**src/iss_pkg.sv**
```systemverilog
// constants and types shared by the init/sync sequencer files
package iss_pkg;

    // ****************************************************************
    // register bus
    // ****************************************************************
    localparam int          ADDR_W              = 8;
    localparam int          DATA_W              = 16;
    localparam logic [7:0]  OFF_RESET_CTRL      = 8'h00;
    localparam logic [7:0]  OFF_ONESHOT_CTRL    = 8'h01;
    localparam logic [7:0]  OFF_OUT_EN_CTRL     = 8'h03;
    localparam logic [7:0]  OFF_SYNC_SELECT     = 8'h04;

    // ****************************************************************
    // reset values
    // ****************************************************************
    localparam logic [15:0] RST_RESET_CTRL      = 16'hff00;
    localparam logic [15:0] RST_ONESHOT_CTRL    = 16'h0000;
    localparam logic [15:0] RST_OUT_EN_CTRL     = 16'h0000;
    localparam logic [15:0] RST_SYNC_SELECT     = 16'h0000;

    // ****************************************************************
    // field positions
    // ****************************************************************
    localparam int          RESET_HOLD_LSB      = 9;    // bits 15:9, any set holds reset
    localparam int          OE_SYNC_OUT_BIT     = 8;
    localparam int          OE_DATA_W           = 8;    // bits 7:0 gate the data outputs
    localparam int          OS_LEVEL_BIT        = 3;    // level value when not in pulse form
    localparam int          OS_PULSE_BIT        = 2;
    localparam int          OS_FORCE_SO_BIT     = 4;
    localparam int          SEL_W               = 3;
    localparam int          NUM_SEL             = 5;    // so, fir, sck, nco, cic
    localparam int          SEL_SO              = 0;

    // ****************************************************************
    // documented command words
    // ****************************************************************
    localparam logic [15:0] CMD_RESET_ENTER     = 16'hff00;
    localparam logic [15:0] CMD_RESET_LEAVE     = 16'h0100;
    localparam logic [15:0] CMD_OUT_ALL_OFF     = 16'h0000;
    localparam logic [15:0] CMD_OUT_SO_ONLY     = 16'h0100;
    localparam logic [15:0] CMD_OS_PULSE        = 16'h0004;
    localparam logic [15:0] CMD_OS_PULSE_SO     = 16'h0014;

    // ****************************************************************
    // sync source codes
    // ****************************************************************
    typedef enum logic [2:0] {
        SRC_NEVER   = 3'h0,
        SRC_NEVER1  = 3'h1,
        SRC_PRIMARY = 3'h2,
        SRC_SECOND  = 3'h3,
        SRC_ONESHOT = 3'h4,
        SRC_TIMER   = 3'h5,
        SRC_ALWAYS6 = 3'h6,
        SRC_ALWAYS7 = 3'h7
    } iss_src_t;

endpackage : iss_pkg

```
**src/iss_sync_if.sv**
```systemverilog
// interface between the pin synchroniser and the sequencer core
`timescale 1ns/100ps
interface iss_sync_if #(
    parameter int W = 2
);
    logic [W-1:0] pin_n;
    logic [W-1:0] active;

    modport core (output pin_n, input  active);
    modport sync (input  pin_n, output active);
endinterface : iss_sync_if

```
**src/iss_sync_in.sv**
```systemverilog
// three-stage synchroniser and inverter for active-low sync pins
`timescale 1ns/100ps
module iss_sync_in
    import iss_pkg::*;
#(
    parameter int W = 2
) (
    // clock and reset
    input  wire logic clk,
    input  wire logic rst_n,
    // pins in, active-high levels out
    iss_sync_if.sync  sif
);
    logic [W-1:0] s1_q;
    logic [W-1:0] s2_q;
    logic [W-1:0] s3_q;
    logic [W-1:0] act_q;
    logic [W-1:0] act_d;

    if (W < 1) begin : g_bad_width
        $error("iss_sync_in: W must be at least 1");
    end

    // sources change on the device clock edge, so a one-clock repetitive
    // sync must pass: stage three is taken as it stands, no agreement filter
    assign act_d      = ~s3_q;
    assign sif.active = act_q;

    always_ff @(posedge clk or negedge rst_n) begin
        if (!rst_n) begin
            s1_q  <= '1;
            s2_q  <= '1;
            s3_q  <= '1;
            act_q <= '0;
        end else begin
            s1_q  <= sif.pin_n;
            s2_q  <= s1_q;
            s3_q  <= s2_q;
            act_q <= act_d;
        end
    end
endmodule : iss_sync_in

```
**src/iss_init_sync_sequencer.sv**
```systemverilog
// reset, output enable and sync source control for device initialisation
//
// Functional notes
// - write ff00 to address 0 enters reset
// - write zero to address 3 disables all outputs
// - write 100 to address 3 keeps sync out
// - write 04 to address 1 selects pulse one-shot
// - write 100 to address 0 leaves reset
// - after reset, 04 to address 1 pulses one-shot
// - 14 to address 1 pulses master sync out
// - primary sync input sampled on device clock
// - both sync pins inverted to active high
`timescale 1ns/100ps
module iss_init_sync_sequencer
    import iss_pkg::*;
(
    // clock and reset
    input  wire logic                clk,
    input  wire logic                rst_n,
    // register port
    input  wire logic [ADDR_W-1:0]   reg_addr,
    input  wire logic [DATA_W-1:0]   reg_wdata,
    input  wire logic                reg_wr,
    input  wire logic                reg_rd,
    output logic      [DATA_W-1:0]   reg_rdata,
    // sync pins
    input  wire logic                primary_sync_input_n,
    input  wire logic                secondary_sync_input_n,
    output logic                     sync_out_n,
    output logic                     sync_out_oe,
    // device control
    output logic                     chip_reset,
    output logic      [OE_DATA_W-1:0] data_out_en,
    output logic      [NUM_SEL-2:0]  block_hold
);

    // ****************************************************************
    // elaboration checks
    // ****************************************************************
    // every field below is fixed by the package; refuse a package that breaks them
    if (NUM_SEL < 2 || NUM_SEL * SEL_W > DATA_W) begin : g_bad_sel
        $error("iss_init_sync_sequencer: selector fields do not fit the register");
    end
    if (ADDR_W < 3) begin : g_bad_addr
        $error("iss_init_sync_sequencer: address too narrow for the register map");
    end
    // entering reset must set a hold bit, leaving reset must clear every hold bit
    if ((CMD_RESET_ENTER >> RESET_HOLD_LSB) == 16'h0000) begin : g_bad_enter
        $error("iss_init_sync_sequencer: entering reset sets no hold bit");
    end
    if ((CMD_RESET_LEAVE >> RESET_HOLD_LSB) != 16'h0000) begin : g_bad_leave
        $error("iss_init_sync_sequencer: leaving reset keeps a hold bit");
    end
    if (OE_DATA_W > OE_SYNC_OUT_BIT) begin : g_bad_oe
        $error("iss_init_sync_sequencer: data enables overlap the sync out enable");
    end
    if (CMD_OUT_SO_ONLY[OE_SYNC_OUT_BIT] != 1'b1) begin : g_bad_so_only
        $error("iss_init_sync_sequencer: sync-out-only command misses its enable");
    end
    if (OS_PULSE_BIT == OS_LEVEL_BIT || OS_PULSE_BIT == OS_FORCE_SO_BIT) begin : g_bad_os
        $error("iss_init_sync_sequencer: one-shot control bits overlap");
    end
    if (!CMD_OS_PULSE[OS_PULSE_BIT] || !CMD_OS_PULSE_SO[OS_FORCE_SO_BIT]) begin : g_bad_cmd
        $error("iss_init_sync_sequencer: one-shot commands miss their bits");
    end

    // ****************************************************************
    // pin synchroniser
    // ****************************************************************
    // pins show inside four clocks after they move, the outputs one clock later
    iss_sync_if #(.W(2)) sif ();

    assign sif.pin_n = {secondary_sync_input_n, primary_sync_input_n};

    iss_sync_in #(.W(2)) u_sync_in (
        .clk   (clk),
        .rst_n (rst_n),
        .sif   (sif)
    );

    wire logic primary_sync   = sif.active[0];
    wire logic secondary_sync = sif.active[1];

    // ****************************************************************
    // registers
    // ****************************************************************
    logic [DATA_W-1:0]          reset_control_q;
    logic [DATA_W-1:0]          sync_oneshot_control_q;
    logic [DATA_W-1:0]          output_enable_control_q;
    logic [DATA_W-1:0]          sync_select_q;
    logic [DATA_W-1:0]          rdata_d;

    wire logic hit_reset   = (reg_addr == OFF_RESET_CTRL);
    wire logic hit_oneshot = (reg_addr == OFF_ONESHOT_CTRL);
    wire logic hit_out_en  = (reg_addr == OFF_OUT_EN_CTRL);
    wire logic hit_select  = (reg_addr == OFF_SYNC_SELECT);

    wire logic wr_reset   = reg_wr && hit_reset;
    wire logic wr_oneshot = reg_wr && hit_oneshot;
    wire logic wr_out_en  = reg_wr && hit_out_en;
    wire logic wr_select  = reg_wr && hit_select;

    // zero outside a read strobe, so read data stand for one cycle only;
    // unmapped addresses read as zero
    assign rdata_d = ({DATA_W{reg_rd && hit_reset}}   & reset_control_q)
                   | ({DATA_W{reg_rd && hit_oneshot}} & sync_oneshot_control_q)
                   | ({DATA_W{reg_rd && hit_out_en}}  & output_enable_control_q)
                   | ({DATA_W{reg_rd && hit_select}}  & sync_select_q);

    always_ff @(posedge clk or negedge rst_n) begin
        if (!rst_n) begin
            reset_control_q         <= RST_RESET_CTRL;
            sync_oneshot_control_q  <= RST_ONESHOT_CTRL;
            output_enable_control_q <= RST_OUT_EN_CTRL;
            sync_select_q           <= RST_SYNC_SELECT;
        end else begin
            if (wr_reset) begin
                reset_control_q <= reg_wdata;
            end
            if (wr_oneshot) begin
                sync_oneshot_control_q <= reg_wdata;
            end
            if (wr_out_en) begin
                output_enable_control_q <= reg_wdata;
            end
            if (wr_select) begin
                sync_select_q <= reg_wdata;
            end
        end
    end

    // ****************************************************************
    // reset and one-shot
    // ****************************************************************
    // ff00 has upper bits set, 0100 only bit 8: the hold bits tell them apart
    wire logic reset_hold = |reset_control_q[DATA_W-1:RESET_HOLD_LSB];

    // a pulse written while reset is held only arms pulse form, it fires nothing;
    // config loaded under reset is therefore never disturbed by a stray sync
    wire logic os_fire = wr_oneshot && reg_wdata[OS_PULSE_BIT] && !reset_hold;
    wire logic os_pulse_form = sync_oneshot_control_q[OS_PULSE_BIT];

    logic os_pulse_q;
    logic os_force_q;
    wire logic oneshot = os_pulse_form ? os_pulse_q
                                       : sync_oneshot_control_q[OS_LEVEL_BIT];

    // ****************************************************************
    // sync source selection
    // ****************************************************************
    function automatic logic pick(input logic [SEL_W-1:0] sel, input logic p,
                                  input logic s, input logic os);
        logic r;
        r = 1'b0;
        case (iss_src_t'(sel))
            SRC_PRIMARY: r = p;
            SRC_SECOND:  r = s;
            SRC_ONESHOT: r = os;
            SRC_ALWAYS6: r = 1'b1;
            SRC_ALWAYS7: r = 1'b1;
            default:     r = 1'b0;
        endcase
        return r;
    endfunction : pick

    logic [NUM_SEL-1:0] sync_act;

    for (genvar g = 0; g < NUM_SEL; g++) begin : g_sel
        assign sync_act[g] = pick(sync_select_q[g*SEL_W +: SEL_W], primary_sync,
                                  secondary_sync, oneshot);
    end

    // force bit routes the one-shot to sync out, for the master's pulse
    wire logic so_act = os_force_q ? oneshot : sync_act[SEL_SO];

    // ****************************************************************
    // one-shot state
    // ****************************************************************
    // the force bit follows every address 1 write, so a plain 04 drops it again
    always_ff @(posedge clk or negedge rst_n) begin
        if (!rst_n) begin
            os_pulse_q <= 1'b0;
            os_force_q <= 1'b0;
        end else begin
            os_pulse_q <= os_fire;
            if (wr_oneshot) begin
                os_force_q <= reg_wdata[OS_FORCE_SO_BIT];
            end
        end
    end

    // ****************************************************************
    // output flops
    // ****************************************************************
    // blocks stay initialised while held, run the clock after release
    wire logic [NUM_SEL-2:0] hold_d = sync_act[NUM_SEL-1:1]
                                    | {(NUM_SEL-1){reset_hold}};

    always_ff @(posedge clk or negedge rst_n) begin
        if (!rst_n) begin
            sync_out_n  <= 1'b1;
            sync_out_oe <= 1'b0;
            chip_reset  <= 1'b1;
            data_out_en <= '0;
            block_hold  <= '0;
            reg_rdata   <= '0;
        end else begin
            sync_out_n  <= ~so_act;
            sync_out_oe <= output_enable_control_q[OE_SYNC_OUT_BIT];
            chip_reset  <= reset_hold;
            data_out_en <= output_enable_control_q[OE_DATA_W-1:0];
            block_hold  <= hold_d;
            reg_rdata   <= rdata_d;
        end
    end

endmodule : iss_init_sync_sequencer

```
**config.mk**
```make
export PLATFORM = sky130hd
export DESIGN_NAME = iss_init_sync_sequencer
export DESIGN_NICKNAME = d
export VERILOG_FILES = /design/src/iss_pkg.sv /design/src/iss_sync_if.sv /design/src/iss_sync_in.sv /design/src/iss_init_sync_sequencer.sv
export SDC_FILE = /design/constraint.sdc
export NUM_CORES = 1
export LEC_CHECK = 0
export CAP_MARGIN = 20
export CORE_ASPECT_RATIO = 0.75
export CORE_UTILIZATION = 55
export CTS_CLUSTER_DIAMETER = 50
export CTS_CLUSTER_SIZE = 16
export DETAILED_ROUTE_END_ITERATION = 6
export DONT_BUFFER_PORTS = 1
export MAX_ROUTING_LAYER = met4
export PLACE_DENSITY = 0.69
export SETUP_SLACK_MARGIN = 0.1
export SYNTH_ARGS = -nofsm -noshare
export SYNTH_HDL_FRONTEND = slang
export SYNTH_SLANG_ARGS = --single-unit
```
**constraint.sdc**
```tcl
create_clock -name clk -period 1.8 [get_ports clk]
set_input_delay 0.18 -clock clk [delete_from_list [all_inputs] [get_ports clk]]
set_output_delay 0.18 -clock clk [all_outputs]
set_load 0.01 [all_outputs]
```
* Word-level counts from Yosys, hierarchy flattened
Index checks and enable logic that the tools add are counted.
** Operators by class
- Multiplexer cells :: 7
- Reduce and logical (&&, ||, !) cells :: 18
- Equality and inequality tests :: 28
- Bitwise gates (word level) :: 10
** Operators by type and width (number)
- $and A16 B16 Y16 :: 4
- $or A16 B16 Y16 :: 3
- $eq A3 B3 Y1 const B :: 15
- $eq A3 B2 Y1 const B :: 10
- $pmux W1 S4 :: 5
- $logic_and A1 B1 Y1 :: 10
- $reduce_or A2 Y1 :: 5
- $eq A8 B1 Y1 const B :: 1
- $eq A8 B2 Y1 const B :: 1
- $eq A8 B3 Y1 const B :: 1
- $logic_not A8 Y1 :: 1
- $reduce_or A7 Y1 :: 1
- $or A4 B4 Y4 :: 1
- $mux W1 :: 2
- $not A2 Y2 :: 1
- $logic_not A1 Y1 :: 1
- $not A1 Y1 :: 1
** Storage, ports and cells
- Register bits :: 105
- Output and inout port bits :: 31

* Longest topological paths before layout
- Depth after elaboration :: 6
- Mapped depth :: 6
- Mapped depth without buffers :: 3

* Cells and area by module
A second synthesis with hierarchy kept.
** Second synthesis, totals
- Cells, all modules :: 297
- Area total of the unflattened synthesis :: 4250.3 um^2
** Modules (own cells, without submodules)
- iss_init_sync_sequencer :: area an instance 4035.1 um^2, seq. area each 2414.8 um^2, cells an instance 287, instances 1
- iss_sync_in :: area an instance 215.2 um^2, seq. area each 207.7 um^2, cells an instance 10, instances 1

* Worst setup path after synthesis
No wires, ideal clock.
- Path kind :: input to register
- Start :: in reg_addr[0]
- End :: reg output_enable_control_q[0]
- Buffers on the path :: 2
- Slack :: 0.325 ns
- Data arrival time :: 1.350 ns
- Stages on the path :: 5
- Library setup time :: 0.125 ns
- Cell sequence :: buf_4 > nor3b_4 > nand4_4 > buf_6 > mux2_4
** On the way
- Word-level cells in the longest chain between the ends :: 2
** Ends and longest elaborated chain
- start, declared :: line iss_init_sync_sequencer.sv:21 : input wire logic [ADDR_W-1:0] reg_addr,
- $eq A8 B2 Y1 :: line iss_init_sync_sequencer.sv:95 : wire logic hit_out_en = (reg_addr == OFF_OUT_EN_CTRL);
- $logic_and A1 B1 Y1 :: line iss_init_sync_sequencer.sv:100 : wire logic wr_out_en = reg_wr && hit_out_en;
- end signal, assigned :: line iss_init_sync_sequencer.sv:124 : output_enable_control_q <= reg_wdata;
- end, declared :: line iss_init_sync_sequencer.sv:89 : logic [DATA_W-1:0] output_enable_control_q;
Every way passes these cells.
A chain may end at the register's enable or synchronous reset.

* Worst setup path in the final report
- Start :: reg sync_oneshot_control_q[2]
- End :: reg block_hold[0]
** On the way
- Word-level cells in the longest chain between the ends :: 3
** Ends and longest elaborated chain
- start, declared :: line iss_init_sync_sequencer.sv:88 : logic [DATA_W-1:0] sync_oneshot_control_q;
- start signal, assigned :: line iss_init_sync_sequencer.sv:121 : sync_oneshot_control_q <= reg_wdata;
- $mux W1 :: line iss_init_sync_sequencer.sv:145 : wire logic oneshot = os_pulse_form ? os_pulse_q
- $pmux W1 S4 :: line iss_init_sync_sequencer.sv:155 : case (iss_src_t'(sel))
- $or A4 B4 Y4 :: line iss_init_sync_sequencer.sv:197 : | {(NUM_SEL-1){reset_hold}};
- named net hold_d[0] :: line iss_init_sync_sequencer.sv:196 : wire logic [NUM_SEL-2:0] hold_d = sync_act[NUM_SEL-1:1]
- end signal, assigned :: line iss_init_sync_sequencer.sv:212 : block_hold <= hold_d;
- end, declared :: line iss_init_sync_sequencer.sv:34 : output logic [NUM_SEL-2:0] block_hold
The timed path passes the listed nets, and every way through them passes these cells.

==> out/qor.txt <==
STA
--------------------------------------------------------------------------------------------------
Worst Hold Slack                                                                         -0.510 ns
Setup TNS Final                                                                               0 ns
Relative slew margins                                                                        59.4%
Hold Violations, Final                                                                         104
Final period utilization                                                                     88.8%
Number of max-slew violations in the final report                                                0
Max frequency                                                                            0.626 GHz
Final clock skew                                                                         0.0125 ns
Slew @ Worst Pin                                                                          0.592 ns
Final period demand of the worst path                                                      1.60 ns
Setup violations, final                                                                          0
RSZ-0062 raised after global routing                                                         false

SYNTH
--------------------------------------------------------------------------------------------------
Mux share of post-synthesis cell area                                                        23.1%
Most area-consuming cells after synthesis                                             sky130_fd_sc_hd__dfrtp_1, sky130_fd_sc_hd__mux2_2, sky130_fd_sc_hd__dfstp_2
Adder-cell share of the synthesized area                                                        0%
Fraction of registers with async set/reset                                                    100%
Combinational family with the most area after synthesis                               multiplexers
Cell accounting for the most synthesized area                                         sky130_fd_sc_hd__dfrtp_1
Compound-Gate Fraction of Synth Area                                                         5.39%
Cell variety after synth                                                                        35
Simple-gate area share of the yosys netlist                                                  8.76%
Synth Register Bits                                                                            104
Number of synthesized flops with an enable pin                                                   0
Number of nets in the synthesized netlist                                                      317
Most used flip-flop cell after synthesis                                              sky130_fd_sc_hd__dfrtp_1
Post-synthesis sequential area ratio                                                         59.8%
Xor-xnor portion of the synthesized cell area                                                   0%
Cell with the most instances after synthesis                                          sky130_fd_sc_hd__dfrtp_1
Area share of the leading cell type in the synthesized netlist                               50.2%
Combined area of all synthesized cells                                                    4390 µm²
Warning count from the yosys run                                                                 0
Post-Syn Instances                                                                             287
Ranking of synthesized cells by instance count                                        sky130_fd_sc_hd__dfrtp_1, sky130_fd_sc_hd__mux2_2, sky130_fd_sc_hd__mux2_4, sky130_fd_sc_hd__mux2i_1, sky130_fd_sc_hd__dfstp_2
Mean post-synth cell area                                                                 15.3 µm²

PLACED DESIGN
--------------------------------------------------------------------------------------------------
Weighted congestion at the end of routability-driven global placement                        0.827
Number of placed cells counting well taps                                                      380
Post-DP HPWL                                                                               5860 µm
Total of buffers placed on input and output ports                                                0

DETAILED ROUTING
--------------------------------------------------------------------------------------------------
Via count                                                                                     2532
TritonRoute pass-1 iters                                                                         4
Total wire length after detailed routing                                                   9110 µm
Number of remaining DRC errors                                                                   0
Antenna violation net count after detailed routing                                               0
Vias per cell                                                                                 6.09
Final routed wire length divided by cell count                                             21.9 µm
DRT iter0 DRCs                                                                                 169

LAYOUT
--------------------------------------------------------------------------------------------------
Non-filler instance count after layout                                                         416
Synth-to-layout area growth                                                                  11.8%
Diodes inserted                                                                                  0
FILL cells                                                                                     541
Number of nets in the final layout                                                             340
Footprint of the multi-input gates                                                        1630 µm²
Share of post-route cells with drive strength above 1                                        35.2%
Sequential cell area                                                                      2620 µm²

CLOCK NETWORK
--------------------------------------------------------------------------------------------------
Count of cells resized by post-cts repair                                                        0
Total number of H-tree levels                                                                    3
CTS tree                                                                                      done
Maximum root-to-sink buffer count                                                                2
Clock transition time at the flip-flop clock pins of the worst setup and hold paths        0.10 ns
Number of clock sinks                                                                          104
Insertion delay of the later-clocked pin in the worst-skew pair                            0.37 ns
CTS buffer count                                                                                 9
Clock tree root buffer cell                                                           sky130_fd_sc_hd__clkbuf_8

JOB
--------------------------------------------------------------------------------------------------
Max Cap Violations                                                                               0

POWER
--------------------------------------------------------------------------------------------------
Leakage power figure                                                                    0.00233 µW
Peak ir drop on the vdd network                                                           0.567 mV
Pwr/cell area                                                                           926 nW/µm²

FLOORPLANNING
--------------------------------------------------------------------------------------------------
Die W                                                                                       105 µm
Effective utilization at floorplan                                                           58.2%
Area of the die                                                                           8340 µm²
Die span in y                                                                              79.3 µm
Row count                                                                                       27
Number of placed I/O pins                                                                       61
Core Area                                                                                 7530 µm²

WORST SETUP PATH
--------------------------------------------------------------------------------------------------
Arrival time of data at the critical path endpoint                                         1.85 ns
Worst path top cell family by delay                                                   multiplexers
Crit-path slowest cell                                                                sky130_fd_sc_hd__mux2i_1
CP Cell Sequence                                                                      mux2i_1 -> o21ai_0 -> a221o_1
Largest stage delay on the critical path                                                   0.55 ns
Instance count on the critical path                                                              3
Worst setup SP type                                                                       register
Worst setup slack for register-to-register paths                                           0.20 ns
Buffers plus inverters on the worst setup path                                                   0
Data required time at the worst endpoint                                                   2.05 ns
Kind of end point of the critical path                                                    register
Worst reg-to-reg path cell count                                                                 3
Maximum fanout count along the critical path                                                     5
Class of the most critical setup path                                                      reg2reg
Start of the worst register-to-register path                                          sync_oneshot_control_q[2]$_DFFE_PN0P_
Reg2Reg Capture Point                                                                 block_hold[0]$_DFF_PN0_

STATUS
--------------------------------------------------------------------------------------------------
Outcome                                                                               complete, but fails checks
Failing checks                                                                         hold timing

GLOBAL ROUTE
--------------------------------------------------------------------------------------------------
Initial antenna violation count                                                                  0
Global route total overflow                                                                      0
Wire length of the first global-routing pass                                              14900 µm
Total global routing track utilization                                                       25.1%
M2 GR Usage                                                                                  37.7%
Via count of the first global-routing pass                                                    2697
Largest net degree at the start of global routing                                              105
Global-route track usage on met3                                                             6.73%
Grt met1 use                                                                                 33.2%
Most used routing layer                                                                       met2

WORST HOLD PATH
--------------------------------------------------------------------------------------------------
Type of the tightest min-delay check                                                      in2async

[how the worst max path moves through the flow]
stage                                                startpoint                                endpoint  slack, ns
after global routing      sync_oneshot_control_q[2]$_DFFE_PN0P_                 block_hold[0]$_DFF_PN0_       0.11
after detailed placement                            reg_addr[5]          reset_control_q[7]$_DFFE_PN0P_       0.14
after floorplan                                     reg_addr[0]  output_enable_control_q[0]$_DFFE_PN0P_       0.32
after CTS                 sync_oneshot_control_q[2]$_DFFE_PN0P_                 block_hold[0]$_DFF_PN0_       0.18
final                     sync_oneshot_control_q[2]$_DFFE_PN0P_                 block_hold[0]$_DFF_PN0_       0.20
after global placement                              reg_addr[5]          reset_control_q[7]$_DFFE_PN0P_       0.17
[what timing repair did]
| item | in CTS | in global routing |
|---|---|---|
| hold buffers | 19 | 1 |
| endpoints found under the setup margin | 0 | 0 |
| hold endpoints to repair | 172 | 105 |
| setup buffers | 0 | 0 |
[kinds of logic after synthesis]
family | after synthesis
flip-flops | 104
AND/OR/NAND/NOR | 49
AO/OA/AOI/OAI | 27
buffers and inverters | 22
multiplexers | 85
[through the flow]
step           power (µW)  utilization [%]  hold WS [ns]  area, µm²  worst slack [ns]
2_1_floorplan        2770                -        -0.116       4390             0.325
3_3_place_gp         2820             59.3        -0.113       4460             0.165
3_5_place_dp         2830             59.3        -0.114       4460             0.137
4_1_cts              4570             64.9        -0.523       4890             0.181
5_1_grt              4690             65.1        -0.535       4900             0.111
6_report             4540             65.1        -0.510       4900             0.202
[final cells by class]
type / count / share of cell area, %
flip-flops and latches: 104 / 53.5
well taps: 101 / 2.58
inverters: 9 / 0.689
multi-input cells: 161 / 33.3
clock inverters: 5 / 2.17
clock buffers: 11 / 2.68
repair buffers: 25 / 5.10
[report_power, final]
group          switching (µW)  internal (µW)
logic                     120            158
clock network             770            928
registers                94.3           2470
[state kept, by name (all words and copies together) (netlist names)]
| register | flops |
|---|---|
| block_hold | 4 |
| chip_reset | 1 |
| data_out_en | 8 |
| os_pulse_q | 1 |
| output_enable_control_q | 16 |
| reg_rdata | 16 |
| reset_control_q | 16 |
| sync_oneshot_control_q | 16 |
| sync_out_n | 1 |
| sync_out_oe | 1 |
| sync_select_q | 16 |
| u_sync_in.s1_q | 2 |
| u_sync_in.s2_q | 2 |
| u_sync_in.s3_q | 2 |
| u_sync_in.sif.active | 2 |
[cells in the final DEF (no fill, tap or decap), types with 2 or more instances in the layout]
master,count
sky130_fd_sc_hd__o221ai_1,11
sky130_fd_sc_hd__dfrtp_1,88
sky130_fd_sc_hd__nor3_1,7
sky130_fd_sc_hd__clkbuf_8,9
sky130_fd_sc_hd__nand2_1,2
sky130_fd_sc_hd__mux2_2,48
sky130_fd_sc_hd__mux2_4,20
sky130_fd_sc_hd__nand4_1,11
sky130_fd_sc_hd__and2_1,6
sky130_fd_sc_hd__bufinv_16,3
sky130_fd_sc_hd__nand3_1,8
sky130_fd_sc_hd__dfstp_2,16
sky130_fd_sc_hd__clkbuf_1,2
sky130_fd_sc_hd__nand3_4,2
sky130_fd_sc_hd__nor3b_4,2
sky130_fd_sc_hd__o21bai_1,3
sky130_fd_sc_hd__mux2i_1,17
sky130_fd_sc_hd__a221o_1,9
sky130_fd_sc_hd__inv_1,9
sky130_fd_sc_hd__buf_4,4
sky130_fd_sc_hd__dlygate4sd3_1,20
[per-layer routing]
metal / wire [µm] / part of all wire, %
met2: 4220 / 46
met5: 0 / 0
met3: 537 / 5.9
met4: 101 / 1.1
met1: 4250 / 47
No activity file was read; power rests on OpenSTA's default activity.
